`config.mk`:
```
export PLATFORM = sky130hd
export DESIGN_NAME = qmx_seq
export DESIGN_NICKNAME = d
export VERILOG_FILES = /design/src/qmx_pkg.sv /design/src/qmx_link_if.sv /design/src/qmx_link_sync.sv /design/src/qmx_seq.sv
export SDC_FILE = /design/constraint.sdc
export NUM_CORES = 1
export LEC_CHECK = 0
export ABC_CLOCK_PERIOD_IN_PS = 7900
export BUFFER_PORTS_ARGS = -buffer_cell sky130_fd_sc_hd__buf_2
export CELL_PAD_IN_SITES_DETAIL_PLACEMENT = 0
export CELL_PAD_IN_SITES_GLOBAL_PLACEMENT = 1
export CORE_MARGIN = 3
export CORE_UTILIZATION = 46
export CTS_CLUSTER_SIZE = 28
export DETAILED_ROUTE_END_ITERATION = 8
export PLACE_DENSITY_LB_ADDON = 0.25
export SLEW_MARGIN = 20
export SYNTH_ARGS = -nofsm -noshare
export SYNTH_HDL_FRONTEND = slang
export SYNTH_SLANG_ARGS = --single-unit
```
`constraint.sdc`:
```
create_clock -name clk_sys -period 7.9 [get_ports clk_sys]
set_input_delay 0 -clock clk_sys [delete_from_list [all_inputs] [get_ports clk_sys]]
set_output_delay 0 -clock clk_sys [all_outputs]
set_load 0.02 [all_outputs]
```
`src/qmx_pkg.sv`:
```
package qmx_pkg;

    // ------------------------------------------------------------
    // Register map (word index on the bus, byte address = 4 x index)
    // ------------------------------------------------------------
    localparam int         AV_ADDR_W  = 2;
    localparam logic [1:0] IDX_PARAM  = 2'h0;
    localparam logic [1:0] IDX_CTRL   = 2'h1;
    localparam logic [1:0] IDX_STATUS = 2'h2;

    // ------------------------------------------------------------
    // Parameter word layout and reset
    // ------------------------------------------------------------
    localparam int          PARAM_W   = 10;
    localparam int          XIP_BIT   = 9;
    localparam int          ENTRY_LSB = 4;
    localparam int          ENTRY_MSB = 8;
    localparam int          EXIT_LSB  = 0;
    localparam int          EXIT_MSB  = 3;
    localparam logic [9:0]  PARAM_RST = 10'h2FF;
    localparam int          CTRL_QE_BIT = 0;

    // ------------------------------------------------------------
    // Link opcodes and volatile configuration
    // ------------------------------------------------------------
    localparam logic [7:0]  OP_ENTER_QE  = 8'h38;
    localparam logic [7:0]  OP_ENTER_ALT = 8'h35;
    localparam logic [7:0]  OP_RD_CFG    = 8'h65;
    localparam logic [7:0]  OP_WR_CFG    = 8'h71;
    localparam logic [7:0]  OP_WR_VECR   = 8'h61;
    localparam logic [7:0]  OP_EXIT_A    = 8'hFF;
    localparam logic [7:0]  OP_EXIT_B    = 8'hF5;
    localparam logic [7:0]  OP_RST_EN    = 8'h66;
    localparam logic [7:0]  OP_RST       = 8'h99;
    localparam logic [23:0] CFG_ADDR     = 24'h800003;
    localparam int          CFG_QUAD_BIT = 6;
    localparam int          VECR_QUAD_BIT = 7;
    localparam logic [7:0]  CFG_RST      = 8'h00;
    localparam logic [7:0]  VECR_RST     = 8'hFF;
    localparam logic [4:0]  OPC_BITS     = 5'h08;
    localparam logic [4:0]  ADDR_BITS    = 5'h18;
    localparam logic [4:0]  DATA_BITS    = 5'h08;

    // ------------------------------------------------------------
    // Frame decoder states
    // ------------------------------------------------------------
    typedef enum logic [2:0] {
        ST_IDLE = 3'b000,
        ST_OPC  = 3'b001,
        ST_ADDR = 3'b010,
        ST_DIN  = 3'b011,
        ST_DOUT = 3'b100,
        ST_DONE = 3'b101,
        ST_SKIP = 3'b110
    } qmx_state_t;

endpackage

```
`src/qmx_link_if.sv`:
```
`timescale 1ns/100ps
interface qmx_link_if;
    logic       csActive;
    logic       csStart;
    logic       csEnd;
    logic       sclkRise;
    logic       sclkFall;
    logic [3:0] ioIn;

    modport drv (
        output csActive,
        output csStart,
        output csEnd,
        output sclkRise,
        output sclkFall,
        output ioIn
    );
    modport mon (
        input csActive,
        input csStart,
        input csEnd,
        input sclkRise,
        input sclkFall,
        input ioIn
    );
endinterface

```
`src/qmx_link_sync.sv`:
```
`timescale 1ns/100ps
module qmx_link_sync (
    input  wire logic       clk_sys,
    input  wire logic       sys_rst,
    input  wire logic       clkEn,
    input  wire logic       sclkPin,
    input  wire logic       csPinN,
    input  wire logic [3:0] ioPinIn,
    qmx_link_if.drv         lk
);
    // ------------------------------------------------------------
    // Two-stage capture, third stage only for edge finding
    // ------------------------------------------------------------
    logic [2:0] sclkSh_r, sclkSh_nxt;
    logic [2:0] csSh_r, csSh_nxt;
    logic [3:0] ioS1_r, ioS1_nxt;
    logic [3:0] ioS2_r, ioS2_nxt;

    always_comb begin
        sclkSh_nxt = {sclkSh_r[1:0], sclkPin};
        csSh_nxt   = {csSh_r[1:0], ~csPinN};
        ioS1_nxt   = ioPinIn;
        ioS2_nxt   = ioS1_r;
    end

    always_ff @(posedge clk_sys) begin
        if (sys_rst) begin
            sclkSh_r <= 3'h0;
            csSh_r   <= 3'h0;
            ioS1_r   <= 4'h0;
            ioS2_r   <= 4'h0;
        end else if (clkEn) begin
            sclkSh_r <= sclkSh_nxt;
            csSh_r   <= csSh_nxt;
            ioS1_r   <= ioS1_nxt;
            ioS2_r   <= ioS2_nxt;
        end
    end

    // Clock edges outside a frame are ignored
    assign lk.csActive = csSh_r[1];
    assign lk.csStart  = csSh_r[1] & ~csSh_r[2];
    assign lk.csEnd    = ~csSh_r[1] & csSh_r[2];
    assign lk.sclkRise = csSh_r[1] & sclkSh_r[1] & ~sclkSh_r[2];
    assign lk.sclkFall = csSh_r[1] & ~sclkSh_r[1] & sclkSh_r[2];
    assign lk.ioIn     = ioS2_r;
endmodule

```
`src/qmx_seq.sv`:
```
`timescale 1ns/100ps
// Contract
// - Parameter word bit 9 reports continuous-read 0-4-4 support, 1 means supported.
// - Bits 8:4 are independent entry-method flags; several may be set together.
// - All configuration changed by these sequences is volatile, lost on reset.
// - Bits 3:0 are independent exit-method flags.
module qmx_seq (
    input  wire logic        clk_sys,
    input  wire logic        sys_rst,
    input  wire logic        clkEn,
    input  wire logic [1:0]  avs_address,
    input  wire logic        avs_read,
    input  wire logic        avs_write,
    input  wire logic [31:0] avs_writedata,
    input  wire logic [3:0]  avs_byteenable,
    output logic      [31:0] avs_readdata,
    output logic             avs_waitrequest,
    input  wire logic        sclkPin,
    input  wire logic        csPinN,
    input  wire logic [3:0]  ioPinIn,
    output logic      [3:0]  ioPinOut,
    output logic      [3:0]  ioPinOe
);
    // ------------------------------------------------------------
    // Link front end
    // ------------------------------------------------------------
    qmx_link_if lk ();

    qmx_link_sync u_sync (
        .clk_sys (clk_sys),
        .sys_rst (sys_rst),
        .clkEn   (clkEn),
        .sclkPin (sclkPin),
        .csPinN  (csPinN),
        .ioPinIn (ioPinIn),
        .lk      (lk.drv)
    );

    // ------------------------------------------------------------
    // Register bus slave
    // ------------------------------------------------------------
    logic [9:0]  param_r, param_nxt;
    logic        qe_r, qe_nxt;
    logic        waitReq_r, waitReq_nxt;
    logic [31:0] rdData_r, rdData_nxt;
    logic [31:0] rdMux;

    qmx_pkg::qmx_state_t st_r, st_nxt;
    logic        quadMode_r, quadMode_nxt;
    logic [7:0]  cfg_r, cfg_nxt;
    logic [7:0]  vecr_r, vecr_nxt;
    logic [7:0]  op_r, op_nxt;

    always_comb begin
        rdMux = 32'h0;
        unique case (avs_address)
            qmx_pkg::IDX_PARAM:  rdMux = {22'h0, param_r};
            qmx_pkg::IDX_CTRL:   rdMux = {31'h0, qe_r};
            qmx_pkg::IDX_STATUS: rdMux = {op_r, vecr_r, cfg_r, 4'h0, st_r, quadMode_r};
            default:             rdMux = 32'h0;
        endcase
    end

    always_comb begin
        waitReq_nxt = 1'b1;
        rdData_nxt  = rdData_r;
        param_nxt   = param_r;
        qe_nxt      = qe_r;
        // One wait cycle, then the answer; read data stands while wait is low
        if ((avs_read | avs_write) && waitReq_r) begin
            waitReq_nxt = 1'b0;
            if (avs_read) begin
                rdData_nxt = rdMux;
            end
        end
        if (avs_write && !waitReq_r) begin
            if (avs_address == qmx_pkg::IDX_PARAM) begin
                if (avs_byteenable[0]) begin
                    param_nxt[7:0] = avs_writedata[7:0];
                end
                if (avs_byteenable[1]) begin
                    param_nxt[9:8] = avs_writedata[9:8];
                end
            end
            if (avs_address == qmx_pkg::IDX_CTRL && avs_byteenable[0]) begin
                qe_nxt = avs_writedata[qmx_pkg::CTRL_QE_BIT];
            end
        end
    end

    always_ff @(posedge clk_sys) begin
        if (sys_rst) begin
            waitReq_r <= 1'b1;
            rdData_r  <= 32'h0;
            param_r   <= qmx_pkg::PARAM_RST;
            qe_r      <= 1'b0;
        end else if (clkEn) begin
            waitReq_r <= waitReq_nxt;
            rdData_r  <= rdData_nxt;
            param_r   <= param_nxt;
            qe_r      <= qe_nxt;
        end
    end

    assign avs_waitrequest = waitReq_r;
    assign avs_readdata    = rdData_r;

    // ------------------------------------------------------------
    // Frame decoder and mode state
    // ------------------------------------------------------------
    logic [4:0]  bitCnt_r, bitCnt_nxt;
    logic [23:0] shift_r, shift_nxt;
    logic [7:0]  outSh_r, outSh_nxt;
    logic        rstArm_r, rstArm_nxt;
    logic [3:0]  ioOut_r, ioOut_nxt;
    logic [3:0]  ioOe_r, ioOe_nxt;
    logic [23:0] shIn;
    logic [4:0]  cntIn;
    logic [4:0]  entry;
    logic [3:0]  exitM;
    logic        addrForm;
    logic        vecrForm;

    assign entry    = param_r[qmx_pkg::ENTRY_MSB:qmx_pkg::ENTRY_LSB];
    assign exitM    = param_r[qmx_pkg::EXIT_MSB:qmx_pkg::EXIT_LSB];
    // Both register methods share 65h; the addressed form wins if advertised
    assign addrForm = entry[3] | exitM[2];
    assign vecrForm = entry[4];

    always_comb begin
        st_nxt       = st_r;
        bitCnt_nxt   = bitCnt_r;
        shift_nxt    = shift_r;
        outSh_nxt    = outSh_r;
        op_nxt       = op_r;
        quadMode_nxt = quadMode_r;
        cfg_nxt      = cfg_r;
        vecr_nxt     = vecr_r;
        rstArm_nxt   = rstArm_r;
        ioOut_nxt    = ioOut_r;
        ioOe_nxt     = ioOe_r;
        // Lane count follows the current mode
        shIn  = quadMode_r ? {shift_r[19:0], lk.ioIn} : {shift_r[22:0], lk.ioIn[0]};
        cntIn = bitCnt_r + (quadMode_r ? 5'h04 : 5'h01);
        if (lk.csStart) begin
            st_nxt     = qmx_pkg::ST_OPC;
            bitCnt_nxt = 5'h00;
            shift_nxt  = 24'h0;
            ioOe_nxt   = 4'h0;
        end else if (lk.csEnd) begin
            st_nxt     = qmx_pkg::ST_IDLE;
            ioOe_nxt   = 4'h0;
            rstArm_nxt = 1'b0;
            if (st_r == qmx_pkg::ST_DONE) begin
                unique case (op_r)
                    qmx_pkg::OP_ENTER_QE: begin
                        if ((entry[0] && qe_r) || entry[1]) begin
                            quadMode_nxt = 1'b1;
                        end
                    end
                    qmx_pkg::OP_ENTER_ALT: begin
                        if (entry[2]) begin
                            quadMode_nxt = 1'b1;
                        end
                    end
                    qmx_pkg::OP_EXIT_A: begin
                        if (exitM[0]) begin
                            quadMode_nxt = 1'b0;
                        end
                    end
                    qmx_pkg::OP_EXIT_B: begin
                        if (exitM[1]) begin
                            quadMode_nxt = 1'b0;
                        end
                    end
                    qmx_pkg::OP_RST_EN: begin
                        rstArm_nxt = 1'b1;
                    end
                    qmx_pkg::OP_RST: begin
                        // Soft reset drops every volatile setting
                        if (rstArm_r) begin
                            quadMode_nxt = 1'b0;
                            cfg_nxt      = qmx_pkg::CFG_RST;
                            vecr_nxt     = qmx_pkg::VECR_RST;
                        end
                    end
                    default: begin
                    end
                endcase
            end
        end else if (lk.sclkRise) begin
            unique case (st_r)
                qmx_pkg::ST_OPC: begin
                    shift_nxt  = shIn;
                    bitCnt_nxt = cntIn;
                    if (cntIn == qmx_pkg::OPC_BITS) begin
                        op_nxt     = shIn[7:0];
                        bitCnt_nxt = 5'h00;
                        st_nxt     = qmx_pkg::ST_DONE;
                        if (shIn[7:0] == qmx_pkg::OP_RD_CFG) begin
                            if (addrForm) begin
                                st_nxt = qmx_pkg::ST_ADDR;
                            end else if (vecrForm) begin
                                st_nxt    = qmx_pkg::ST_DOUT;
                                outSh_nxt = vecr_r;
                            end else begin
                                st_nxt = qmx_pkg::ST_SKIP;
                            end
                        end else if (shIn[7:0] == qmx_pkg::OP_WR_CFG) begin
                            st_nxt = addrForm ? qmx_pkg::ST_ADDR : qmx_pkg::ST_SKIP;
                        end else if (shIn[7:0] == qmx_pkg::OP_WR_VECR) begin
                            st_nxt = vecrForm ? qmx_pkg::ST_DIN : qmx_pkg::ST_SKIP;
                        end
                    end
                end
                qmx_pkg::ST_ADDR: begin
                    shift_nxt  = shIn;
                    bitCnt_nxt = cntIn;
                    if (cntIn == qmx_pkg::ADDR_BITS) begin
                        bitCnt_nxt = 5'h00;
                        if (shIn != qmx_pkg::CFG_ADDR) begin
                            st_nxt = qmx_pkg::ST_SKIP;
                        end else if (op_r == qmx_pkg::OP_RD_CFG) begin
                            st_nxt    = qmx_pkg::ST_DOUT;
                            outSh_nxt = cfg_r;
                        end else begin
                            st_nxt = qmx_pkg::ST_DIN;
                        end
                    end
                end
                qmx_pkg::ST_DIN: begin
                    shift_nxt  = shIn;
                    bitCnt_nxt = cntIn;
                    if (cntIn == qmx_pkg::DATA_BITS) begin
                        // Extra data bytes in the frame are dropped
                        st_nxt = qmx_pkg::ST_SKIP;
                        if (op_r == qmx_pkg::OP_WR_CFG) begin
                            cfg_nxt = shIn[7:0];
                            if (shIn[qmx_pkg::CFG_QUAD_BIT] && entry[3]) begin
                                quadMode_nxt = 1'b1;
                            end else if (!shIn[qmx_pkg::CFG_QUAD_BIT] && exitM[2]) begin
                                quadMode_nxt = 1'b0;
                            end
                        end else begin
                            vecr_nxt = shIn[7:0];
                            if (entry[4]) begin
                                quadMode_nxt = ~shIn[qmx_pkg::VECR_QUAD_BIT];
                            end
                        end
                    end
                end
                default: begin
                end
            endcase
        end else if (lk.sclkFall && st_r == qmx_pkg::ST_DOUT) begin
            if (quadMode_r) begin
                ioOut_nxt = outSh_r[7:4];
                ioOe_nxt  = 4'hF;
                outSh_nxt = {outSh_r[3:0], 4'h0};
            end else begin
                ioOut_nxt = {2'h0, outSh_r[7], 1'b0};
                ioOe_nxt  = 4'h2;
                outSh_nxt = {outSh_r[6:0], 1'b0};
            end
        end
    end

    always_ff @(posedge clk_sys) begin
        if (sys_rst) begin
            st_r       <= qmx_pkg::ST_IDLE;
            bitCnt_r   <= 5'h00;
            shift_r    <= 24'h0;
            outSh_r    <= 8'h00;
            op_r       <= 8'h00;
            quadMode_r <= 1'b0;
            cfg_r      <= qmx_pkg::CFG_RST;
            vecr_r     <= qmx_pkg::VECR_RST;
            rstArm_r   <= 1'b0;
            ioOut_r    <= 4'h0;
            ioOe_r     <= 4'h0;
        end else if (clkEn) begin
            st_r       <= st_nxt;
            bitCnt_r   <= bitCnt_nxt;
            shift_r    <= shift_nxt;
            outSh_r    <= outSh_nxt;
            op_r       <= op_nxt;
            quadMode_r <= quadMode_nxt;
            cfg_r      <= cfg_nxt;
            vecr_r     <= vecr_nxt;
            rstArm_r   <= rstArm_nxt;
            ioOut_r    <= ioOut_nxt;
            ioOe_r     <= ioOe_nxt;
        end
    end

    assign ioPinOut = ioOut_r;
    assign ioPinOe  = ioOe_r;
endmodule

```
==> results of run 1 <==
[flip-flops by register name, summed over array words and instances (netlist names), 5 cells and up]
signal        count
outSh_r           8
bitCnt_r          5
op_r              8
param_r          10
cfg_r             8
shift_r          23
vecr_r            8
avs_readdata     32
[cells in the mapped netlist (6+ instances only)]
| library cell | number | area share [%] |
|---|---|---|
| nor2_1 | 80 | 4.9 |
| nor3_1 | 44 | 3.6 |
| clkbuf_1 | 47 | 2.9 |
| a2bb2oi_1 | 9 | 1.3 |
| nor3b_1 | 10 | 1.2 |
| inv_1 | 9 | 0.55 |
| nand2_1 | 64 | 3.9 |
| dfxtp_1 | 129 | 42 |
| or3_1 | 6 | 0.62 |
| a22o_1 | 9 | 1.3 |
| nor2b_1 | 10 | 1.0 |
| nor4_1 | 6 | 0.62 |
| buf_1 | 7 | 0.43 |
| a21oi_1 | 75 | 6.2 |
| mux2i_1 | 63 | 10 |
| a211oi_1 | 15 | 1.8 |
| o21ai_0 | 16 | 1.3 |
| nand3_1 | 46 | 3.8 |
[layer usage]
metal	GRT usage, %	vias to the layer above	part of all wire [%]
met4	8.00	0	1.7
met2	37.0	151	48
li1	-	2748	-
met3	5.13	20	5.3
met5	0	-	0
met1	29.5	2707	45
[where the power goes]
part	internal [uW]	switching (uW)	total, uW
Sequential	658	6.46	665
Combinational	27.2	47.8	75.0
Clock	413	282	696
[final timing paths]
| check | start | endpoint | depth (start not counted) |
|---|---|---|---|
| setup / recovery | quadMode_r | outSh_r[4] | 6 |
| hold / removal | avs_byteenable[0] | param_r[3] | 5 |
| setup reg to reg | quadMode_r | outSh_r[4] | 6 |
| hold reg to reg | avs_readdata[13] | avs_readdata[13] | 2 |
[cell type report]
| type | instances | area [um^2] |
|---|---|---|
| sequential | 129 | 2580 |
| clock buffer | 22 | 464 |
| multi-input combinational | 535 | 3270 |
| timing repair buffer | 94 | 593 |
| inverter | 9 | 33.8 |
| fill | 1191 | 5550 |
| clock inverter | 10 | 62.6 |
| tap | 172 | 215 |
[through the flow]
stage | area [um^2] | util [%] | instances | setup WS [ps]
global route | 7220 | 56.5 | 971 | 4150
CTS | 7220 | 56.5 | 971 | 4380
global placement | 6490 | 50.8 | 919 | 4210
floorplan | 6090 | - | 730 | 5230
detailed placement | 6490 | 50.8 | 919 | 4400
finish | 7220 | 56.5 | 971 | 4360
[worst register-to-register path, delay by kind of cell (launching register included)]
kind                   cells  cell delay [ps]
AO/OA/AOI/OAI              2              630
flip-flops                 1              310
AND/OR/NAND/NOR            2             1150
multiplexers               1              880
buffers and inverters      1              520
[cell usage in the layout, fill, tap and decap left out, drive strengths merged, types with 6 or more instances in the layout]
| master | synthesis | routed |
|---|---|---|
| dfxtp | 129 | 129 |
| nor2 | 80 | 80 |
| a21oi | 75 | 75 |
| buf | 10 | 74 |
| nand2 | 64 | 64 |
| mux2i | 63 | 63 |
| nand3 | 46 | 46 |
| nor3 | 44 | 44 |
| clkbuf | 47 | 22 |
| dlygate4sd3 | 0 | 20 |
| o21ai | 18 | 18 |
| a211oi | 16 | 16 |
| nor2b | 10 | 10 |
| nor3b | 10 | 10 |
| inv | 9 | 9 |
| a22o | 9 | 9 |
| a2bb2oi | 9 | 9 |
| or3 | 7 | 7 |
| or4 | 6 | 6 |
| nor4 | 6 | 6 |
[cell families after synthesis]
family,after synthesis
fa+ha+maj,5
buf+inv,66
simple gates,305
compound gates,158
flops,129
mux,64
xor+xnor,3
==> impl_metrics.tcl, run 1 <==
set metrics [dict create \
    setup_viol 0 \
    drtPass1Iterations 5 \
    place_hpwl_um 11300 \
    grtUsageTotal_pct 22.7 \
    syn_area_mm2 0.00609 \
    synth_top_family_by_area "simple AND/OR/NAND/NOR gates" \
    clk_pin_slew_worst_paths_ps 50 \
    vias 5626 \
    io_buffers 65 \
    synth_fa_ha_area_share_pct 1.03 \
    ys_warn_count 0 \
    dieArea_mm2 0.0147 \
    cts_hold_buf 20 \
    vdd_drop_max_v 0.000187 \
    clkLatencyLatePin_ps 420 \
    globalplace.congestion 0.864 \
    synth_xor_area_share_pct 0.431 \
    cts_tree "done" \
    num_io_pins 90 \
    drc 0 \
    final_layout_size_suffix_gt1_share_pct 14.5 \
    tightest_slew_ps 921 \
    synth-edff-count 0 \
    cts_setup_buffers 0 \
    finClkSkew_ps 7.35 \
    crit_path_end_kind "register" \
    grt_pass1_vias 5253 \
    die_x_um 121 \
    die_h_um 121 \
    drv_slew 0 \
    area_growth_pct 18.5 \
    timing.hold.ws_ps 35.1 \
    grt-ovfl-total 0 \
    required_ps 8250 \
    avgSynthCellArea_um2 8.34 \
    fin_crit_sh_pct 44.8 \
    initial_utilization_pct 47.7 \
    drt_iter0_markers 402 \
    synth_compound_area_share_pct 16.6 \
    crit_arrival_ps 3890 \
    cp.buffers_inverters 1 \
    syn_nets 784 \
    grt_pass1_wl_um 26400 \
    max_slew_margin_pct 36.9 \
    min_period_ps 3540 \
    async_flop_share_pct 0 \
    drt_wl_total_um 16400 \
    start_kind "register" \
    synth-simple-area-share_pct 24.8 \
    cp_slowest_stage_delay_ps 850 \
    drtAntennaViolNets 0 \
    cts.root.buffer_cell "clkbuf_16" \
    powerDensity_mw_per_mm2 199 \
    synthFlopType "dfxtp_1" \
    report.final.hold_viol_count 0 \
    cts_resized 0 \
    antennaDiodeCount 0 \
    cts_buffer_depth 2 \
    total_power_uw 1440 \
    final.setup.tns_ps 0 \
    maxCapViolCount 0 \
    htreeDepth 4 \
    core_region_area_mm2 0.0128 \
    rsz0062_at_grt "no" \
    synth_mux_area_share_pct 10.5 \
    ys_seq_elements 129 \
    synthesis.instances 730 \
    worstPathCellList "buf_4 -> mux2i_1 -> or4b_4 -> or4_4 -> a211oi_4 -> a22o_1" \
    cp_slowest_cell "mux2i_1" \
    clock.fmax_ghz 0.283 \
    cp_max_fo 48 \
    p_leak_uw 0.00261 \
    cts.sinks 129 \
    reg2reg_slack_ps 4360 \
    seq_area_frac_synth_pct 42.4 \
    avgViaCountPerCell 5.79 \
    antenna_found_initial 0 \
    nets 840 \
    cts_buffers 17 \
    grt_max_degree 53 \
    synth_cell_types 61 \
    wl_per_cell_um 16.9 \
    critPathTopFamily "simple AND/OR/NAND/NOR gates" \
    hold_path.class "in2reg" \
    rows 41 \
    criticalPathCategory "reg2reg" \
    outcome "completed" \
]
Note: power is estimated with default switching activity, not from simulation.
==> run 2, diff against run 1 <==
--- a/config.mk
+++ b/config.mk
@@ -5,12 +5,13 @@
 export SDC_FILE = /design/constraint.sdc
 export NUM_CORES = 1
 export LEC_CHECK = 0
-export ABC_CLOCK_PERIOD_IN_PS = 7900
+export ABC_AREA = 1
+export ABC_CLOCK_PERIOD_IN_PS = 3660
 export BUFFER_PORTS_ARGS = -buffer_cell sky130_fd_sc_hd__buf_2
 export CELL_PAD_IN_SITES_DETAIL_PLACEMENT = 0
 export CELL_PAD_IN_SITES_GLOBAL_PLACEMENT = 1
 export CORE_MARGIN = 3
-export CORE_UTILIZATION = 46
+export CORE_UTILIZATION = 41
 export CTS_CLUSTER_SIZE = 28
 export DETAILED_ROUTE_END_ITERATION = 8
 export PLACE_DENSITY_LB_ADDON = 0.25
==> constraint.sdc (replaced) <==
create_clock -name clk_sys -period 3.66 [get_ports clk_sys]
set_input_delay 0 -clock clk_sys [delete_from_list [all_inputs] [get_ports clk_sys]]
set_output_delay 0 -clock clk_sys [all_outputs]
set_load 0.02 [all_outputs]
==> impl_metrics.tcl, run 2 <==
set metrics [dict create \
    hold_path.class "in2reg" \
    yosys-top-cells-count "nand2_1 (234), dfxtp_1 (129), nor2_1 (101), a21oi_1 (86), inv_1 (79)" \
    htreeDepth 4 \
    cts.root.buffer_cell "clkbuf_16" \
    avgViaCountPerCell 5.18 \
    maxCapViolCount 0 \
    clkLatencyLatePin_ps 420 \
    cts_buffers 17 \
    final.setup.tns_ps 0 \
    core_region_area_mm2 0.0148 \
    async_flop_share_pct 0 \
    place_hpwl_um 12200 \
    clock.fmax_ghz 0.336 \
    drv_slew 0 \
    synth.area.top_cells "dfxtp_1 (41%), nand2_1 (14%), a21oi_1 (6.9%)" \
    criticalPathCategory "reg2reg" \
    initial_utilization_pct 42.5 \
    max_slew_margin_pct 36.7 \
    cts.sinks 129 \
    drtPass1Iterations 6 \
    tightest_slew_ps 948 \
    ys_seq_elements 129 \
    synth_mux_area_share_pct 0 \
    grt_pass1_wl_um 28800 \
    nets 1046 \
    grt_max_degree 72 \
    rows 44 \
    rsz0062_at_grt "no" \
    crit_path_end_kind "register" \
    seq_area_frac_synth_pct 41.2 \
    pre_cts_ws_ps 718 \
    final_area_mm2 0.00752 \
    avgSynthCellArea_um2 6.78 \
    area_growth_pct 19.8 \
    clk_pin_slew_worst_paths_ps 60 \
    vdd_drop_max_v 0.000457 \
    synth_fa_ha_area_share_pct 0.997 \
    mostFrequentLayoutCell "nand2_1" \
    largest_reg_flops 32 \
    synth-edff-count 0 \
    syn_nets 979 \
    fin_crit_sh_pct 81.3 \
    synth_top_family_by_area "simple AND/OR/NAND/NOR gates" \
    grt_pass1_vias 5576 \
    drtAntennaViolNets 0 \
    antennaDiodeCount 0 \
    drc 0 \
    cts_tree "done" \
    die_x_um 130 \
    cp_max_fo 18 \
    synth_top_area_share_pct 41.2 \
    synth_xor_area_share_pct 0.140 \
    grt-ovfl-total 0 \
    hold_depth 5 \
    synthFlopType "dfxtp_1" \
    globalplace.congestion 0.860 \
    cts_buffer_depth 2 \
    yosysMostFrequentCell "nand2_1" \
    drt_iter0_markers 591 \
    num_io_pins 90 \
    vias 6162 \
    crit_arrival_ps 3260 \
    required_ps 3940 \
    ys_warn_count 0 \
    io_buffers 65 \
    die_h_um 130 \
    p_leak_uw 0.00333 \
    place_area_mm2 0.00666 \
    synth_top_area_cell "dfxtp_1" \
    outcome "completed" \
    synth_cell_types 39 \
    syn_area_mm2 0.00627 \
    powerDensity_mw_per_mm2 469 \
    grtUsageTotal_pct 21.5 \
    utilization_pct 50.9 \
    min_period_ps 2980 \
    report.final.hold_viol_count 0 \
    drt_wl_total_um 17600 \
    antenna_found_initial 0 \
    synth-simple-area-share_pct 31.2 \
    mostFrequentLayoutCells "nand2_1 (234), dfxtp_1 (128), nor2_1 (101), a21oi_1 (86), inv_1 (78)" \
    setup_viol 0 \
    worstRegToRegCells 10 \
    synthesis.instances 925 \
    start_kind "register" \
    synth_compound_area_share_pct 17.8 \
    final_layout_size_suffix_gt1_share_pct 12.8 \
    finClkSkew_ps 8.72 \
    wl_per_cell_um 14.8 \
    worst_slack_ps 684 \
    dieArea_mm2 0.0168 \
]
run 2: cell count changes in the layout (fill, tap and decap cells not counted), moves of 10 or more:
cell	change
o21ai_0	+39
nand2_1	+170
nand3_1	+30
a31oi_1	+12
nor2b_1	-10
mux2i_1	-63
nor2_1	+21
inv_1	+69
nor3_1	-33
a21oi_1	+11
nand4_1	+14
run 2: power by group:
part           internal [uW]  total (uW)  leakage, uW  switching, uW
clock network           1080        1740     0.000293            658
registers               1450        1470      0.00105           26.8
logic                    103         309      0.00199            206
run 2: timing repair:
action	4_1_cts	5_1_grt
hold buffers	24	0
hold endpoints to repair	19	0
resized for setup	0	0
endpoints found under the setup margin	0	0
setup buffers	0	0
run 2: per-layer routing:
metal | vias up | track usage (%) | part of all wire [%]
met2 | 134 | 32.5 | 43
met1 | 2805 | 31.6 | 52
met5 | - | 0 | 0
li1 | 3213 | - | -
met4 | 0 | 5.01 | 0.75
met3 | 10 | 4.50 | 4.3
run 2: logic make-up after synthesis:
group           count (synthesis)
compound gates                197
xor+xnor                        1
fa+ha+maj                       5
buf+inv                       132
flops                         129
simple gates                  461
run 2: final timing paths:
path                                        from               end  slack (ps)
worst max-delay path                  quadMode_r           op_r[6]         680
worst min-delay path                   avs_write              qe_r          40
worst max register to register        quadMode_r           op_r[6]         680
worst min register to register  avs_readdata[11]  avs_readdata[11]         460
run 2: through the flow:
stage               total power [uW]  hold WS [ps]  instances
finish                          3520          42.3       1189
global route                    3660          49.4       1189
CTS                             3550          19.8       1189
detailed placement              1790           182       1133
global placement                1790           182       1133
floorplan                       1700          94.1        925
run 2: final cells by class:
| type | count | area [um^2] |
|---|---|---|
| clock buffers | 18 | 429 |
| clock inverters | 14 | 183 |
| fillers | 1552 | 7240 |
| inverters | 81 | 304 |
| multi-input cells | 664 | 3150 |
| flip-flops and latches | 129 | 2580 |
| well taps | 184 | 230 |
| repair buffers | 99 | 641 |
run 2: worst max-delay path, cell delays in order (launching register included):
cell,delay (ps)
dfxtp_2,320
inv_2,260
ha_1,250
ha_1,250
or2_2,280
nor2_1,220
nand4_1,200
nor2_1,170
nand3_1,470
o21ai_0,360
a21oi_1,60
==> run 3, diff against run 2 <==
--- a/config.mk
+++ b/config.mk
@@ -6,7 +6,7 @@
 export NUM_CORES = 1
 export LEC_CHECK = 0
 export ABC_AREA = 1
-export ABC_CLOCK_PERIOD_IN_PS = 3660
+export ABC_CLOCK_PERIOD_IN_PS = 2900
 export BUFFER_PORTS_ARGS = -buffer_cell sky130_fd_sc_hd__buf_2
 export CELL_PAD_IN_SITES_DETAIL_PLACEMENT = 0
 export CELL_PAD_IN_SITES_GLOBAL_PLACEMENT = 1
==> constraint.sdc (replaced) <==
create_clock -name clk_sys -period 2.9 [get_ports clk_sys]
set_input_delay 0 -clock clk_sys [delete_from_list [all_inputs] [get_ports clk_sys]]
set_output_delay 0 -clock clk_sys [all_outputs]
set_load 0.02 [all_outputs]
==> impl_metrics.tcl, run 3 (synthesis results as in run 2) <==
set metrics [dict create \
    drt_iter0_markers 594 \
    outcome "completed" \
    seq_area_mm2 0.00258 \
    num_io_pins 90 \
    grt_max_degree 40 \
    criticalPathCategory "reg2reg" \
    die_h_um 130 \
    fin_crit_sh_pct 88.0 \
    reg2reg_slack_ps 350 \
    vdd_drop_max_v 0.000475 \
    rsz0062_at_grt "no" \
    mostFrequentLayoutCell "nand2_1" \
    clkLatencyLatePin_ps 430 \
    dieArea_mm2 0.0168 \
    required_ps 3260 \
    io_buffers 65 \
    drc 0 \
    nets 1055 \
    initial_utilization_pct 42.5 \
    cts.root.buffer_cell "clkbuf_16" \
    htreeDepth 4 \
    clock.fmax_ghz 0.392 \
    max_slew_margin_pct 33.4 \
    multi_input_comb_area_mm2 0.00315 \
    drt_wl_total_um 18000 \
    crit_path_end_kind "register" \
    hold_path.class "in2reg" \
    drtAntennaViolNets 0 \
    start_kind "register" \
    clk_pin_slew_worst_paths_ps 60 \
    grt-ovfl-total 0 \
    grt_pass1_vias 5706 \
    mostFrequentLayoutCells "nand2_1 (234), dfxtp_1 (128), nor2_1 (101), a21oi_1 (86), inv_1 (78)" \
    wl_per_cell_um 15.0 \
    final_layout_size_suffix_gt1_share_pct 13.8 \
    min_period_ps 2550 \
    report.final.hold_viol_count 0 \
    drtPass1Iterations 6 \
    area_growth_pct 20.8 \
    final.setup.tns_ps 0 \
    rows 44 \
    cts_buffer_depth 2 \
    antennaDiodeCount 0 \
    die_x_um 130 \
    cp_max_fo 10 \
    worst_slack_ps 348 \
    pre_cts_ws_ps 322 \
    antenna_found_initial 0 \
    largest_reg_flops 32 \
    powerDensity_mw_per_mm2 577 \
    p_leak_uw 0.00337 \
    grt_pass1_wl_um 29300 \
    grtUsageTotal_pct 21.9 \
    maxCapViolCount 0 \
    avgViaCountPerCell 5.22 \
    cts_buffers 17 \
    place_hpwl_um 12600 \
    tightest_slew_ps 997 \
    crit_arrival_ps 2910 \
    cts_tree "done" \
    cts.sinks 129 \
    drv_slew 0 \
    cts_setup_buffers 0 \
    finClkSkew_ps 9.66 \
    vias 6251 \
    globalplace.congestion 0.899 \
    setup_viol 0 \
    fill_cells 1558 \
    core_region_area_mm2 0.0148 \
]
[run 3: changes by cell type in the layout (fill, tap and decap cells not counted), sizes merged]
cell	change
dlygate4sd3	-2
bufinv	-1
buf	+11
clkinvlp	+1
[run 3: worst max-delay path, cell delays in order (launching register included)]
cell      delay, ps
dfxtp_2         330
inv_2            40
ha_1            200
ha_1            290
or2_2           270
nor2_1          200
nand4_1         210
nand2_1         130
nand2_1          70
nand2_2         170
nand3b_2        230
inv_2           200
nand2_1          80
nand3_1          70
[run 3: what timing repair did]
item | CTS | global route
gates resized for setup | 0 | 1
hold buffers | 22 | 0
hold endpoints to repair | 19 | 0
setup endpoints to repair | 0 | 7
[run 3: per-stage QoR]
| step | instance area [um^2] | hold slack [ps] | utilization (%) | power, uW | std cells |
|---|---|---|---|---|---|
| floorplan | 6270 | 94.1 | - | 2150 | 925 |
| global placement | 6770 | 181 | 45.9 | 2270 | 1144 |
| global route | 7580 | 39.5 | 51.4 | 4550 | 1198 |
| finish | 7580 | 24.5 | 51.4 | 4370 | 1198 |
| CTS | 7580 | 3.11 | 51.4 | 4410 | 1198 |
| detailed placement | 6770 | 183 | 45.9 | 2280 | 1144 |
[run 3: path summary, 6_finish.rpt]
check / endpoint / cells past startpoint / startpoint
max: vecr_r[2] / 13 / quadMode_r
min: u_sync.csSh_r[0] / 3 / clkEn
max reg2reg: vecr_r[2] / 13 / quadMode_r
min reg2reg: avs_readdata[6] / 2 / avs_readdata[6]
[run 3: area by class of cell]
class / count / share of cell area (%)
clock buffers: 18 / 5.66
clock inverters: 14 / 2.08
inverters: 81 / 4.01
multi-input cells: 664 / 41.5
flip-flops and latches: 129 / 34.1
well taps: 184 / 3.04
repair buffers: 108 / 9.61
[run 3: routing by layer]
layer	vias to the layer above	wire length, um	global-route usage, %
met5	-	0	0
met4	0	299	7.76
met3	27	1020	4.30
met2	165	7740	31.9
met1	2819	8930	32.2
li1	3240	-	-
[run 3: where the power goes]
group | switching, uW | internal [uW] | total, uW | leakage (uW)
clock network | 839 | 1270 | 2110 | 0.000277
logic | 265 | 136 | 401 | 0.00204
registers | 35.4 | 1820 | 1860 | 0.00105
total | 1140 | 3240 | 4370 | 0.00337
